--- config.mk ---
export PLATFORM = sky130hd
export DESIGN_NAME = cadc_ctrl
export DESIGN_NICKNAME = d
export VERILOG_FILES = /design/src/shared/cadc_pkg.sv /design/src/shared/cadc_loop_if.sv /design/src/core/cadc_delay_loop.sv /design/src/core/cadc_ctrl.sv
export SDC_FILE = /design/constraint.sdc
export NUM_CORES = 1
export LEC_CHECK = 0
export ABC_AREA = 1
export ABC_CLOCK_PERIOD_IN_PS = 2300
export BUFFER_PORTS_ARGS = -buffer_cell sky130_fd_sc_hd__buf_2
export CAP_MARGIN = 0
export CORE_MARGIN = 5
export CORE_UTILIZATION = 65
export DETAILED_ROUTE_END_ITERATION = 8
export PLACE_DENSITY = 0.81
export SYNTH_ARGS = -nofsm -noshare
export SYNTH_HDL_FRONTEND = slang
export SYNTH_SLANG_ARGS = --single-unit
export TNS_END_PERCENT = 50
--- constraint.sdc ---
create_clock -name clock_i -period 2.3 [get_ports clock_i]
set_input_delay 0.23 -clock clock_i [delete_from_list [all_inputs] [get_ports clock_i]]
set_output_delay 0.23 -clock clock_i [all_outputs]
set_load 0.01 [all_outputs]
--- src/shared/cadc_pkg.sv ---
// constants, types and helpers for the counter-ramp converter control
// assumes a single 125 MHz clock and an external comparator and ladder network
//
// Contract
// - A start request clears the count to zero and launches exactly one pulse into the loop.
// - Each trip of the pulse around the loop, except the last one, adds exactly one to the count.
// - Once the comparator trips, the next loop pulse sets done and stops pulse and count.
// - The counter clearing pulse lasts about 400 ns and is of fixed width.
// - An N-bit conversion may take up to 2 to the N steps, half that on average.
// - The loop chains at least two delay elements so each recovers before the pulse returns.
// - One loop trip covers comparator settling of 0.15 plus 0.05N us and the other delays.
// - The comparator is synchronised, never gates the counter directly, done set normally.
package cadc_pkg;

	// ----------------------------------------------------------------
	// sizes and clock
	// ----------------------------------------------------------------
	localparam int CADC_BITS   = 8;                  // counter and ladder width
	localparam int CADC_CLK_MHZ = 125;               // clock rate
	localparam int CADC_TMR_W  = 8;                  // width of the small timers

	typedef logic [CADC_BITS-1:0]  cadc_count_t;
	typedef logic [CADC_TMR_W-1:0] cadc_tmr_t;

	// round a time in ns up to whole clock cycles, never below one
	function automatic int cadc_cyc_up(input int ns);
		int cyc;
		cyc = (ns * CADC_CLK_MHZ + 999) / 1000;
		return (cyc < 1) ? 1 : cyc;
	endfunction

	// ----------------------------------------------------------------
	// timing
	// ----------------------------------------------------------------
	localparam int CADC_CLR_NS         = 400;        // clearing pulse width
	localparam int CADC_CLR_CYC        = cadc_cyc_up(CADC_CLR_NS);
	localparam int CADC_SETTLE_BASE_NS = 150;        // comparator settling, fixed part
	localparam int CADC_SETTLE_BIT_NS  = 50;         // comparator settling, per bit
	localparam int CADC_STEP_NS        = CADC_SETTLE_BASE_NS + CADC_SETTLE_BIT_NS * CADC_BITS;
	localparam int CADC_STEP_CYC       = cadc_cyc_up(CADC_STEP_NS);
	localparam int CADC_STAGES         = 2;          // delay elements in the loop
	localparam int CADC_STAGE_CYC      = (CADC_STEP_CYC + CADC_STAGES - 1) / CADC_STAGES;

	localparam cadc_tmr_t   CADC_CLR_LAST   = cadc_tmr_t'(CADC_CLR_CYC - 1);
	localparam cadc_tmr_t   CADC_STAGE_LOAD = cadc_tmr_t'(CADC_STAGE_CYC - 1);
	localparam cadc_tmr_t   CADC_TMR_ZERO   = 8'h00;
	localparam cadc_count_t CADC_COUNT_ZERO = 8'h00;
	localparam cadc_count_t CADC_COUNT_FULL = 8'hFF;

	// ----------------------------------------------------------------
	// control states
	// ----------------------------------------------------------------
	typedef enum logic [2:0] {
		CADC_IDLE  = 3'h1,
		CADC_CLEAR = 3'h2,
		CADC_RUN   = 3'h4
	} cadc_state_t;

endpackage

--- src/shared/cadc_loop_if.sv ---
// signals between the converter control and its recirculating delay loop
// assumes both ends share one clock and reset
`timescale 1ns/10ps
interface cadc_loop_if;
	logic inject;   // one-cycle pulse that enters the loop
	logic inhibit;  // level that flushes the loop
	logic pulse;    // one-cycle pulse when a trip completes

	modport ctrl (output inject, output inhibit, input pulse);
	modport loop (input inject, input inhibit, output pulse);
endinterface

--- src/core/cadc_delay_loop.sv ---
// recirculating delay loop: a chain of timed delay elements
// assumes inject is never raised while a pulse is still inside the loop
`timescale 1ns/10ps
module cadc_delay_loop
	import cadc_pkg::*;
(
	input  wire logic  clock_i,
	input  wire logic  rst_i,
	cadc_loop_if.loop  lp
);

	// ----------------------------------------------------------------
	// delay elements
	// ----------------------------------------------------------------
	cadc_tmr_t                cnt [CADC_STAGES];
	logic [CADC_STAGES-1:0]   active;
	logic [CADC_STAGES-1:0]   fire;
	logic [CADC_STAGES-1:0]   trig;

	// each element is triggered by the previous one, the first by inject
	assign trig     = {fire[CADC_STAGES-2:0], lp.inject};
	assign lp.pulse = fire[CADC_STAGES-1];

	// each element holds the pulse for a fixed count, then passes it on
	always_ff @(posedge clock_i or posedge rst_i) begin
		if (rst_i) begin
			active <= '0;
			fire   <= '0;
			for (int k = 0; k < CADC_STAGES; k++) begin
				cnt[k] <= CADC_TMR_ZERO;
			end
		end else begin
			for (int k = 0; k < CADC_STAGES; k++) begin
				fire[k] <= 1'b0;
				if (lp.inhibit) begin
					active[k] <= 1'b0;
				end else if (trig[k]) begin
					active[k] <= 1'b1;
					cnt[k]    <= CADC_STAGE_LOAD;
				end else if (active[k]) begin
					if (cnt[k] == CADC_TMR_ZERO) begin
						active[k] <= 1'b0;
						fire[k]   <= 1'b1;
					end else begin
						cnt[k] <= cadc_tmr_t'(cnt[k] - 1'b1);
					end
				end
			end
		end
	end

	// ----------------------------------------------------------------
	// checks
	// ----------------------------------------------------------------
	localparam int LOOP_MIN = CADC_STAGES * CADC_STAGE_CYC;
	logic [9:0] since_inj;  // cycles since the last inject

	always_ff @(posedge clock_i or posedge rst_i) begin
		if (rst_i) begin
			since_inj <= 10'h000;
		end else if (lp.inject) begin
			since_inj <= 10'h000;
		end else if (since_inj != 10'h3FF) begin
			since_inj <= since_inj + 10'h001;
		end
	end
endmodule

--- src/core/cadc_ctrl.sv ---
// control for a counter-ramp analog-to-digital converter
// assumes the ladder is driven from count_o and the comparator answers on cmp_i
`timescale 1ns/10ps
module cadc_ctrl
	import cadc_pkg::*;
(
	input  wire logic         clock_i,
	input  wire logic         rst_i,
	input  wire logic         start_i,   // start request, async pin
	input  wire logic         cmp_i,     // comparator: ladder reached input, async pin
	output cadc_count_t       count_o,   // conversion counter, drives ladder
	output logic              clear_o,   // counter clearing pulse
	output logic              busy_o,    // conversion in progress
	output logic              done_o     // end of conversion
);

	// ----------------------------------------------------------------
	// input synchronisers
	// ----------------------------------------------------------------
	logic start_s1;
	logic start_s2;
	logic start_d;
	logic cmp_s1;
	logic cmp_s2;

	// two flops on each pin, plus one for the start edge
	always_ff @(posedge clock_i or posedge rst_i) begin
		if (rst_i) begin
			start_s1 <= 1'b0;
			start_s2 <= 1'b0;
			start_d  <= 1'b0;
			cmp_s1   <= 1'b0;
			cmp_s2   <= 1'b0;
		end else begin
			start_s1 <= start_i;
			start_s2 <= start_s1;
			start_d  <= start_s2;
			cmp_s1   <= cmp_i;
			cmp_s2   <= cmp_s1;
		end
	end

	// ----------------------------------------------------------------
	// loop
	// ----------------------------------------------------------------
	cadc_loop_if lp ();

	cadc_delay_loop u_loop (
		.clock_i (clock_i),
		.rst_i   (rst_i),
		.lp      (lp.loop)
	);

	// ----------------------------------------------------------------
	// decode
	// ----------------------------------------------------------------
	cadc_state_t state;
	cadc_state_t next_state;
	cadc_tmr_t   clr_cnt;
	logic        inject;

	wire in_idle    = (state == CADC_IDLE);
	wire in_clear   = (state == CADC_CLEAR);
	wire in_run     = (state == CADC_RUN);
	wire start_edge = start_s2 & ~start_d;
	wire take_start = in_idle & start_edge;
	wire clr_last   = in_clear & (clr_cnt == CADC_CLR_LAST);
	wire step       = in_run & lp.pulse;
	wire at_full    = (count_o == CADC_COUNT_FULL);
	wire finish     = step & (cmp_s2 | at_full);
	wire advance    = step & ~finish;

	assign lp.inject  = inject;
	assign lp.inhibit = ~in_run;

	// state sequence
	always_comb begin
		next_state = state;
		case (state)
			CADC_IDLE: begin
				if (start_edge) begin
					next_state = CADC_CLEAR;
				end
			end
			CADC_CLEAR: begin
				if (clr_last) begin
					next_state = CADC_RUN;
				end
			end
			CADC_RUN: begin
				if (finish) begin
					next_state = CADC_IDLE;
				end
			end
			default: begin
				next_state = CADC_IDLE;
			end
		endcase
	end

	// ----------------------------------------------------------------
	// registers
	// ----------------------------------------------------------------
	// state and clearing timer
	always_ff @(posedge clock_i or posedge rst_i) begin
		if (rst_i) begin
			state   <= CADC_IDLE;
			clr_cnt <= CADC_TMR_ZERO;
		end else begin
			state   <= next_state;
			clr_cnt <= in_clear ? cadc_tmr_t'(clr_cnt + 1'b1) : CADC_TMR_ZERO;
		end
	end

	// counter, done flag and loop injection
	always_ff @(posedge clock_i or posedge rst_i) begin
		if (rst_i) begin
			count_o <= CADC_COUNT_ZERO;
			done_o  <= 1'b0;
			inject  <= 1'b0;
		end else begin
			inject <= clr_last | advance;
			if (take_start) begin
				count_o <= CADC_COUNT_ZERO;
				done_o  <= 1'b0;
			end else if (advance) begin
				count_o <= cadc_count_t'(count_o + 1'b1);
			end else if (finish) begin
				done_o <= 1'b1;
			end
		end
	end

	// status outputs follow the next state
	always_ff @(posedge clock_i or posedge rst_i) begin
		if (rst_i) begin
			clear_o <= 1'b0;
			busy_o  <= 1'b0;
		end else begin
			clear_o <= (next_state == CADC_CLEAR);
			busy_o  <= (next_state != CADC_IDLE);
		end
	end

	cadc_tmr_t clr_seen;  // length of the current clearing pulse

	always_ff @(posedge clock_i or posedge rst_i) begin
		if (rst_i) begin
			clr_seen <= CADC_TMR_ZERO;
		end else begin
			clr_seen <= clear_o ? cadc_tmr_t'(clr_seen + 1'b1) : CADC_TMR_ZERO;
		end
	end
endmodule

==> results of run 1 <==
[synth_stat cells, types with 2 or more instances]
library cell / n
a21oi_1: 6
buf_6: 2
dfrtp_1: 47
ha_1: 5
inv_1: 42
inv_2: 2
nand2_1: 88
nand2_4: 6
nand3_1: 35
nand3_2: 3
nand4_1: 5
nor2_1: 38
nor2_2: 2
nor2_4: 4
nor3_1: 7
o21ai_0: 9
xor2_1: 5
[kinds of logic after synthesis]
| family | synth area share |
|---|---|
| AOI/OAI and AO/OA | 0.03836 |
| xor gates and xnor gates | 0.02093 |
| adders and majority gates | 0.02491 |
| buffers and inverters | 0.07474 |
| DFF | 0.4788 |
| and+or+nand+nor | 0.3622 |
[worst paths after layout]
check,slack (ps),endpoint,from,cells after the start
worst max-delay path,690,count_o[4]$_DFFE_PP0P_,count_o[0]$_DFFE_PP0P_,8
worst min-delay path,30,cmp_s1$_DFF_PP0_,cmp_i,1
worst max register to register,690,count_o[4]$_DFFE_PP0P_,count_o[0]$_DFFE_PP0P_,8
worst min register to register,360,start_s2$_DFF_PP0_,start_s1$_DFF_PP0_,0
max in group asynchronous,1830,start_s2$_DFF_PP0_,rst_i,3
min in group asynchronous,60,count_o[3]$_DFFE_PP0P_,rst_i,3
[per-stage QoR]
stage                     cells    util  cell area [um2]  power (W)  setup slack, ps
final                       384  0.7449             2748   0.001551            692.1
after global routing        384  0.7449             2748   0.001618            479.4
after CTS                   384  0.7449             2748   0.001572            674.6
after detailed placement    376  0.7120             2626  0.0009281            692.8
after global placement      376  0.7120             2626  0.0009264            749.7
after floorplan             315       -             2511  0.0009139            894.0
[registers in the layout, indices dropped and copies added, names as in the netlist, 2 cells and up]
signal,flops
u_loop.cnt,16
clr_cnt,8
count_o,8
state,3
u_loop.active,2
u_loop.fire,2
[where the power goes]
part | total, W | internal (W) | switching, W
clock network | 0.000641 | 0.000356 | 0.000286
logic | 0.0000477 | 0.0000119 | 0.0000357
registers | 0.000862 | 0.000855 | 0.00000695
[area by class of cell]
| type | count | area, um2 | area share |
|---|---|---|---|
| Sequential cell | 48 | 1202 | 0.4376 |
| Multi-Input combinational cell | 221 | 1121 | 0.4080 |
| Inverter | 44 | 165.2 | 0.06011 |
| Clock buffer | 6 | 82.58 | 0.03005 |
| Timing Repair Buffer | 15 | 77.57 | 0.02823 |
| Tap cell | 48 | 60.06 | 0.02186 |
| Clock inverter | 2 | 38.79 | 0.01412 |
[metal layers]
metal	wire (um)	share of wire
met5	0	0
met4	84	0.018
met3	172	0.038
met2	2215	0.48
met1	2101	0.46
[worst reg2reg max path: stages (launching register included)]
cell and delay [ps]:
dfrtp_1 440, ha_1 240, nand2_1 70, inv_1 70, nand3_2 90, nand3_2 230
inv_1 240, nand3_1 110, nand2_1 80
==> impl_metrics.toml, run 1 <==
[final_layout]
fill_cells = 289
nNetsFinal = 344
antenna_cells = 0
layout-drive-gt1-share = 0.1339
layout_commonest_cell = "nand2_1"
most-common-layout-cells = "nand2_1 (88), dfrtp_1 (47), inv_1 (41)"
syn2layout_area_growth_pct = 9.417

[route]
wl_mm = 4.572
ant_nets = 0
vias = 2025
avgViaCountPerCell = 5.273
first_pass_iters = 4
routedWlPerCell_um = 11.91
drc_errors = 0
drtIter0Drc = 155

[placed_design]
hpwl_mm = 3.267
gp_congestion = 0.8725
io_buffers = 14

[clock_tree]
cts_tree = "built"
insertion_delay_ps = 300
post_cts_buffers = 0
hold_buffers = 0
cts_buffer_depth = 2
cts_buffers = 5
clock-sinks = 48
htreeDepth = 2
cts-root-buf = "clkbuf_8"
cts_resized = 0
clk_pin_slew_ps = 90

[synth]
ys.flop_type = "dfrtp_1"
synth.net_count = 324
synth-edff-count = 0
netlist_instances = 315
avgSynthCellArea_um2 = 7.972
yosys_warnings = 0
yosysSeqAreaShare = 0.4788
syn_area_mm2 = 0.002511
synthArstFlopShare = 1.000
ys_ff_latch = 48
synth_area_leaders = "dfrtp_1 (47%), nand2_1 (13%), nand3_1 (7.0%), inv_1 (6.3%), nor2_1 (5.7%)"
post-synth-top-area-fraction = 0.4684
synth_area_leader_cell = "dfrtp_1"
ys_types = 26

[critical_path]
worstSetupPathType = "flip-flop to flip-flop"
cp-end-kind = "flip-flop"
worst-path-buf-inv = 2
start_kind = "flip-flop"
crit_slowest_cell = "dfrtp_1"
crit_arrival_ps = 1860
cpLargestDelayFamily = "simple AND/OR/NAND/NOR gates"
path_cells = "ha_1 > nand2_1 > inv_1 > nand3_2 > nand3_2 > inv_1 > nand3_1 > nand2_1"
max_stage_delay_ps = 440
crit_fanout = 11
cp.required_ps = 2550

[global_routing]
overflow = 0
gr-max-usage-layer = "met2"
use_met3 = 0.04432
grt_util_met2 = 0.3246
grt_pass1_vias = 1914
grt_usage = 0.1960
antenna_found_initial = 0
gr-usage-met1 = 0.2484
grt_pass1_wl_mm = 8.066
grt_max_degree = 49

[sta]
fin_skew_ps = 8.826
hold_ws_ps = 26.14
slew_headroom = 0.6085
final-hold-violation-count = 0
drv_slew = 0
fin_tns_setup_ps = 0
fmax_mhz = 621.9
worst_pin_slew_ps = 587.2
timing.final.crit_period_ps = 1608
fin_crit_sh = 0.6991
setup_viol = 0
rsz0062_at_grt = "false"

[pwr]
ir_drop_uv = 454.0
p_leak_nw = 1.551
power.density_mw_per_mm2 = 564.4

[floorplan]
die_w_um = 72.16
io_pins = 15
placementRows = 22
die_y_um = 72.16
die_area_mm2 = 0.005206
core-area_mm2 = 0.003689
start_util = 0.6808

[hold_path]
hold_class = "primary input to flip-flop"

[run]
maxCapViolCount = 0

[outcome]
status = "finished, final reports clean"
Note: power is estimated with default switching activity, not from simulation.
==> run 2: changes to the inputs <==
--- a/config.mk
+++ b/config.mk
@@ -6,13 +6,13 @@
 export NUM_CORES = 1
 export LEC_CHECK = 0
 export ABC_AREA = 1
-export ABC_CLOCK_PERIOD_IN_PS = 2300
+export ABC_CLOCK_PERIOD_IN_PS = 1600
 export BUFFER_PORTS_ARGS = -buffer_cell sky130_fd_sc_hd__buf_2
 export CAP_MARGIN = 0
 export CORE_MARGIN = 5
-export CORE_UTILIZATION = 65
+export CORE_UTILIZATION = 60
 export DETAILED_ROUTE_END_ITERATION = 8
-export PLACE_DENSITY = 0.81
+export PLACE_DENSITY = 0.76
 export SYNTH_ARGS = -nofsm -noshare
 export SYNTH_HDL_FRONTEND = slang
 export SYNTH_SLANG_ARGS = --single-unit
==> constraint.sdc (replaced) <==
create_clock -name clock_i -period 1.6 [get_ports clock_i]
set_input_delay 0.16 -clock clock_i [delete_from_list [all_inputs] [get_ports clock_i]]
set_output_delay 0.16 -clock clock_i [all_outputs]
set_load 0.01 [all_outputs]
==> run 2 against run 1 <==
Effect of this change:
- flip-flop and latch count unchanged
- critical path depth up 1
- die area increased by 7.2%
- clock-buffer cell count shrank 1
- power is 43% higher
- critical endpoint is now u_loop.cnt[10]$_DFFE_PP0P_
==> impl_metrics.toml, run 2 (synthesis gave the netlist of run 1 again) <==
[critical_path]
path_cells = "inv_1 > ha_1 > nand2_1 > inv_1 > nand2_1 > nand2_4 > nand2_4 > nand3_1 > nand2_1"
crit_fanout = 9
cp.required_ps = 1800
max_stage_delay_ps = 400
worst-path-buf-inv = 2
cpLargestDelayFamily = "simple AND/OR/NAND/NOR gates"
cpMostUsedCell = "nand2_1"
start_kind = "flip-flop"
worstSetupPathType = "flip-flop to flip-flop"
ff2ff_path_depth = 9
crit_arrival_ps = 1690
reg2reg_to = "u_loop.cnt[10]$_DFFE_PP0P_"
worstReg2RegStart = "u_loop.cnt[8]$_DFFE_PP0P_"
cp-end-kind = "flip-flop"
crit_slowest_cell = "dfrtp_1"
rrSetupSlack_ps = 110

[hold_path]
hold_class = "flip-flop to flip-flop"
worstHoldEndpoint = "start_s2$_DFF_PP0_"
whs_path_depth = 0
worstHoldStart = "start_s1$_DFF_PP0_"

[final_layout]
regMostFlops = "u_loop.cnt"
fill_cells = 332
layout_commonest_cell = "nand2_1"
syn2layout_area_growth_pct = 13.25
reg_top3 = "u_loop.cnt (16), clr_cnt (8), count_o (8)"
antenna_cells = 0
largest_reg_flops = 16
nNetsFinal = 353
layout-drive-gt1-share = 0.1565
most-common-layout-cells = "nand2_1 (87), dfrtp_1 (47), inv_1 (40)"

[clock_tree]
cts_buffers = 5
clock-sinks = 48
cts-root-buf = "clkbuf_8"
cts_tree = "built"
post_cts_buffers = 0
insertion_delay_ps = 300
cts_buffer_depth = 2
htreeDepth = 2
clk_pin_slew_ps = 90

[global_routing]
grt_pass1_vias = 1895
grt_usage = 0.1871
grt_max_degree = 49
grt_pass1_wl_mm = 8.059
overflow = 0
antenna_found_initial = 0

[route]
first_pass_iters = 4
drtIter0Drc = 62
vias = 2064
drc_errors = 0
avgViaCountPerCell = 5.225
routedWlPerCell_um = 11.85
wl_mm = 4.679
ant_nets = 0

[floorplan]
start_util = 0.6233
io_pins = 15
die_y_um = 74.70
die_area_mm2 = 0.005579
placementRows = 23
core-area_mm2 = 0.004029
die_w_um = 74.70

[sta]
fin_tns_setup_ps = 0
rsz0062_at_grt = "true"
setup_viol = 0
drv_slew = 0
final-hold-violation-count = 0
timing.final.crit_period_ps = 1487
slew_headroom = 0.7939
fmax_mhz = 672.4
fin_crit_sh = 0.9295
hold_ws_ps = 357.6
worst_pin_slew_ps = 308.1
fin_skew_ps = 8.196

[placed_design]
hpwl_mm = 3.371
io_buffers = 14
gp_congestion = 0.8669

[pwr]
ir_drop_uv = 547.8
p_leak_nw = 1.591
power.density_mw_per_mm2 = 781.1

[outcome]
status = "finished, final reports clean"

[run]
maxCapViolCount = 0
-- run 2: where the power goes --
part,leakage [nW],total [W],internal [W],switching (W)
combinational,0.883,0.0000856,0.0000297,0.0000560
clock,0.0548,0.000897,0.000471,0.000426
sequential,0.653,0.00124,0.00123,0.00000947
-- run 2: area by class of cell --
class	count	area [um2]	area share
clock buffers	5	68.82	0.02420
multi-input cells	221	1134	0.3986
repair buffers	24	165.2	0.05807
inverters	44	165.2	0.05807
clock inverters	3	46.29	0.01628
flip-flops and latches	48	1202	0.4228
well taps	50	62.56	0.02200
-- run 2: stage by stage --
stage	instances	total power (W)	setup slack [ps]	utilization	cell area, um2
4_1_cts	395	0.002245	64.46	0.7028	2831
3_3_place_gp	384	0.001342	133.7	0.6668	2686
2_1_floorplan	315	0.001314	194.0	-	2511
6_report	395	0.002221	112.9	0.7059	2844
3_5_place_dp	384	0.001345	103.7	0.6668	2686
5_1_grt	395	0.002306	-25.12	0.7059	2844
-- run 2: worst max path at each step --
stage | from | end | slack (ps) | cells past startpoint
after floorplan | u_loop.cnt[0]$_DFFE_PP0P_ | u_loop.cnt[5]$_DFFE_PP0P_ | 190 | 9
after global placement | u_loop.cnt[0]$_DFFE_PP0P_ | u_loop.cnt[2]$_DFFE_PP0P_ | 130 | 8
after detailed placement | u_loop.cnt[0]$_DFFE_PP0P_ | u_loop.cnt[5]$_DFFE_PP0P_ | 100 | 9
after CTS | u_loop.cnt[0]$_DFFE_PP0P_ | u_loop.cnt[5]$_DFFE_PP0P_ | 60 | 9
after global routing | u_loop.cnt[0]$_DFFE_PP0P_ | u_loop.cnt[5]$_DFFE_PP0P_ | -30 | 9
final | u_loop.cnt[8]$_DFFE_PP0P_ | u_loop.cnt[10]$_DFFE_PP0P_ | 110 | 9
-- run 2: worst register-to-register path, stage by stage (launching register included) --
cell,delay [ps]
dfrtp_1,400
inv_1,80
ha_1,220
nand2_1,90
inv_1,80
nand2_1,130
nand2_4,140
nand2_4,90
nand3_1,80
nand2_1,50
-- run 2: per-layer routing --
| layer | global-route usage | part of all wire |
|---|---|---|
| met5 | 0 | 0 |
| met4 | 0.05534 | 0.013 |
| met2 | 0.3220 | 0.50 |
| met1 | 0.2328 | 0.45 |
| met3 | 0.04806 | 0.039 |
-- run 2: timing repair --
item                                   CTS  global route
hold buffers                             3             0
setup endpoints to repair                0             8
endpoints found under the hold margin   49             0
resized for setup                        0             4
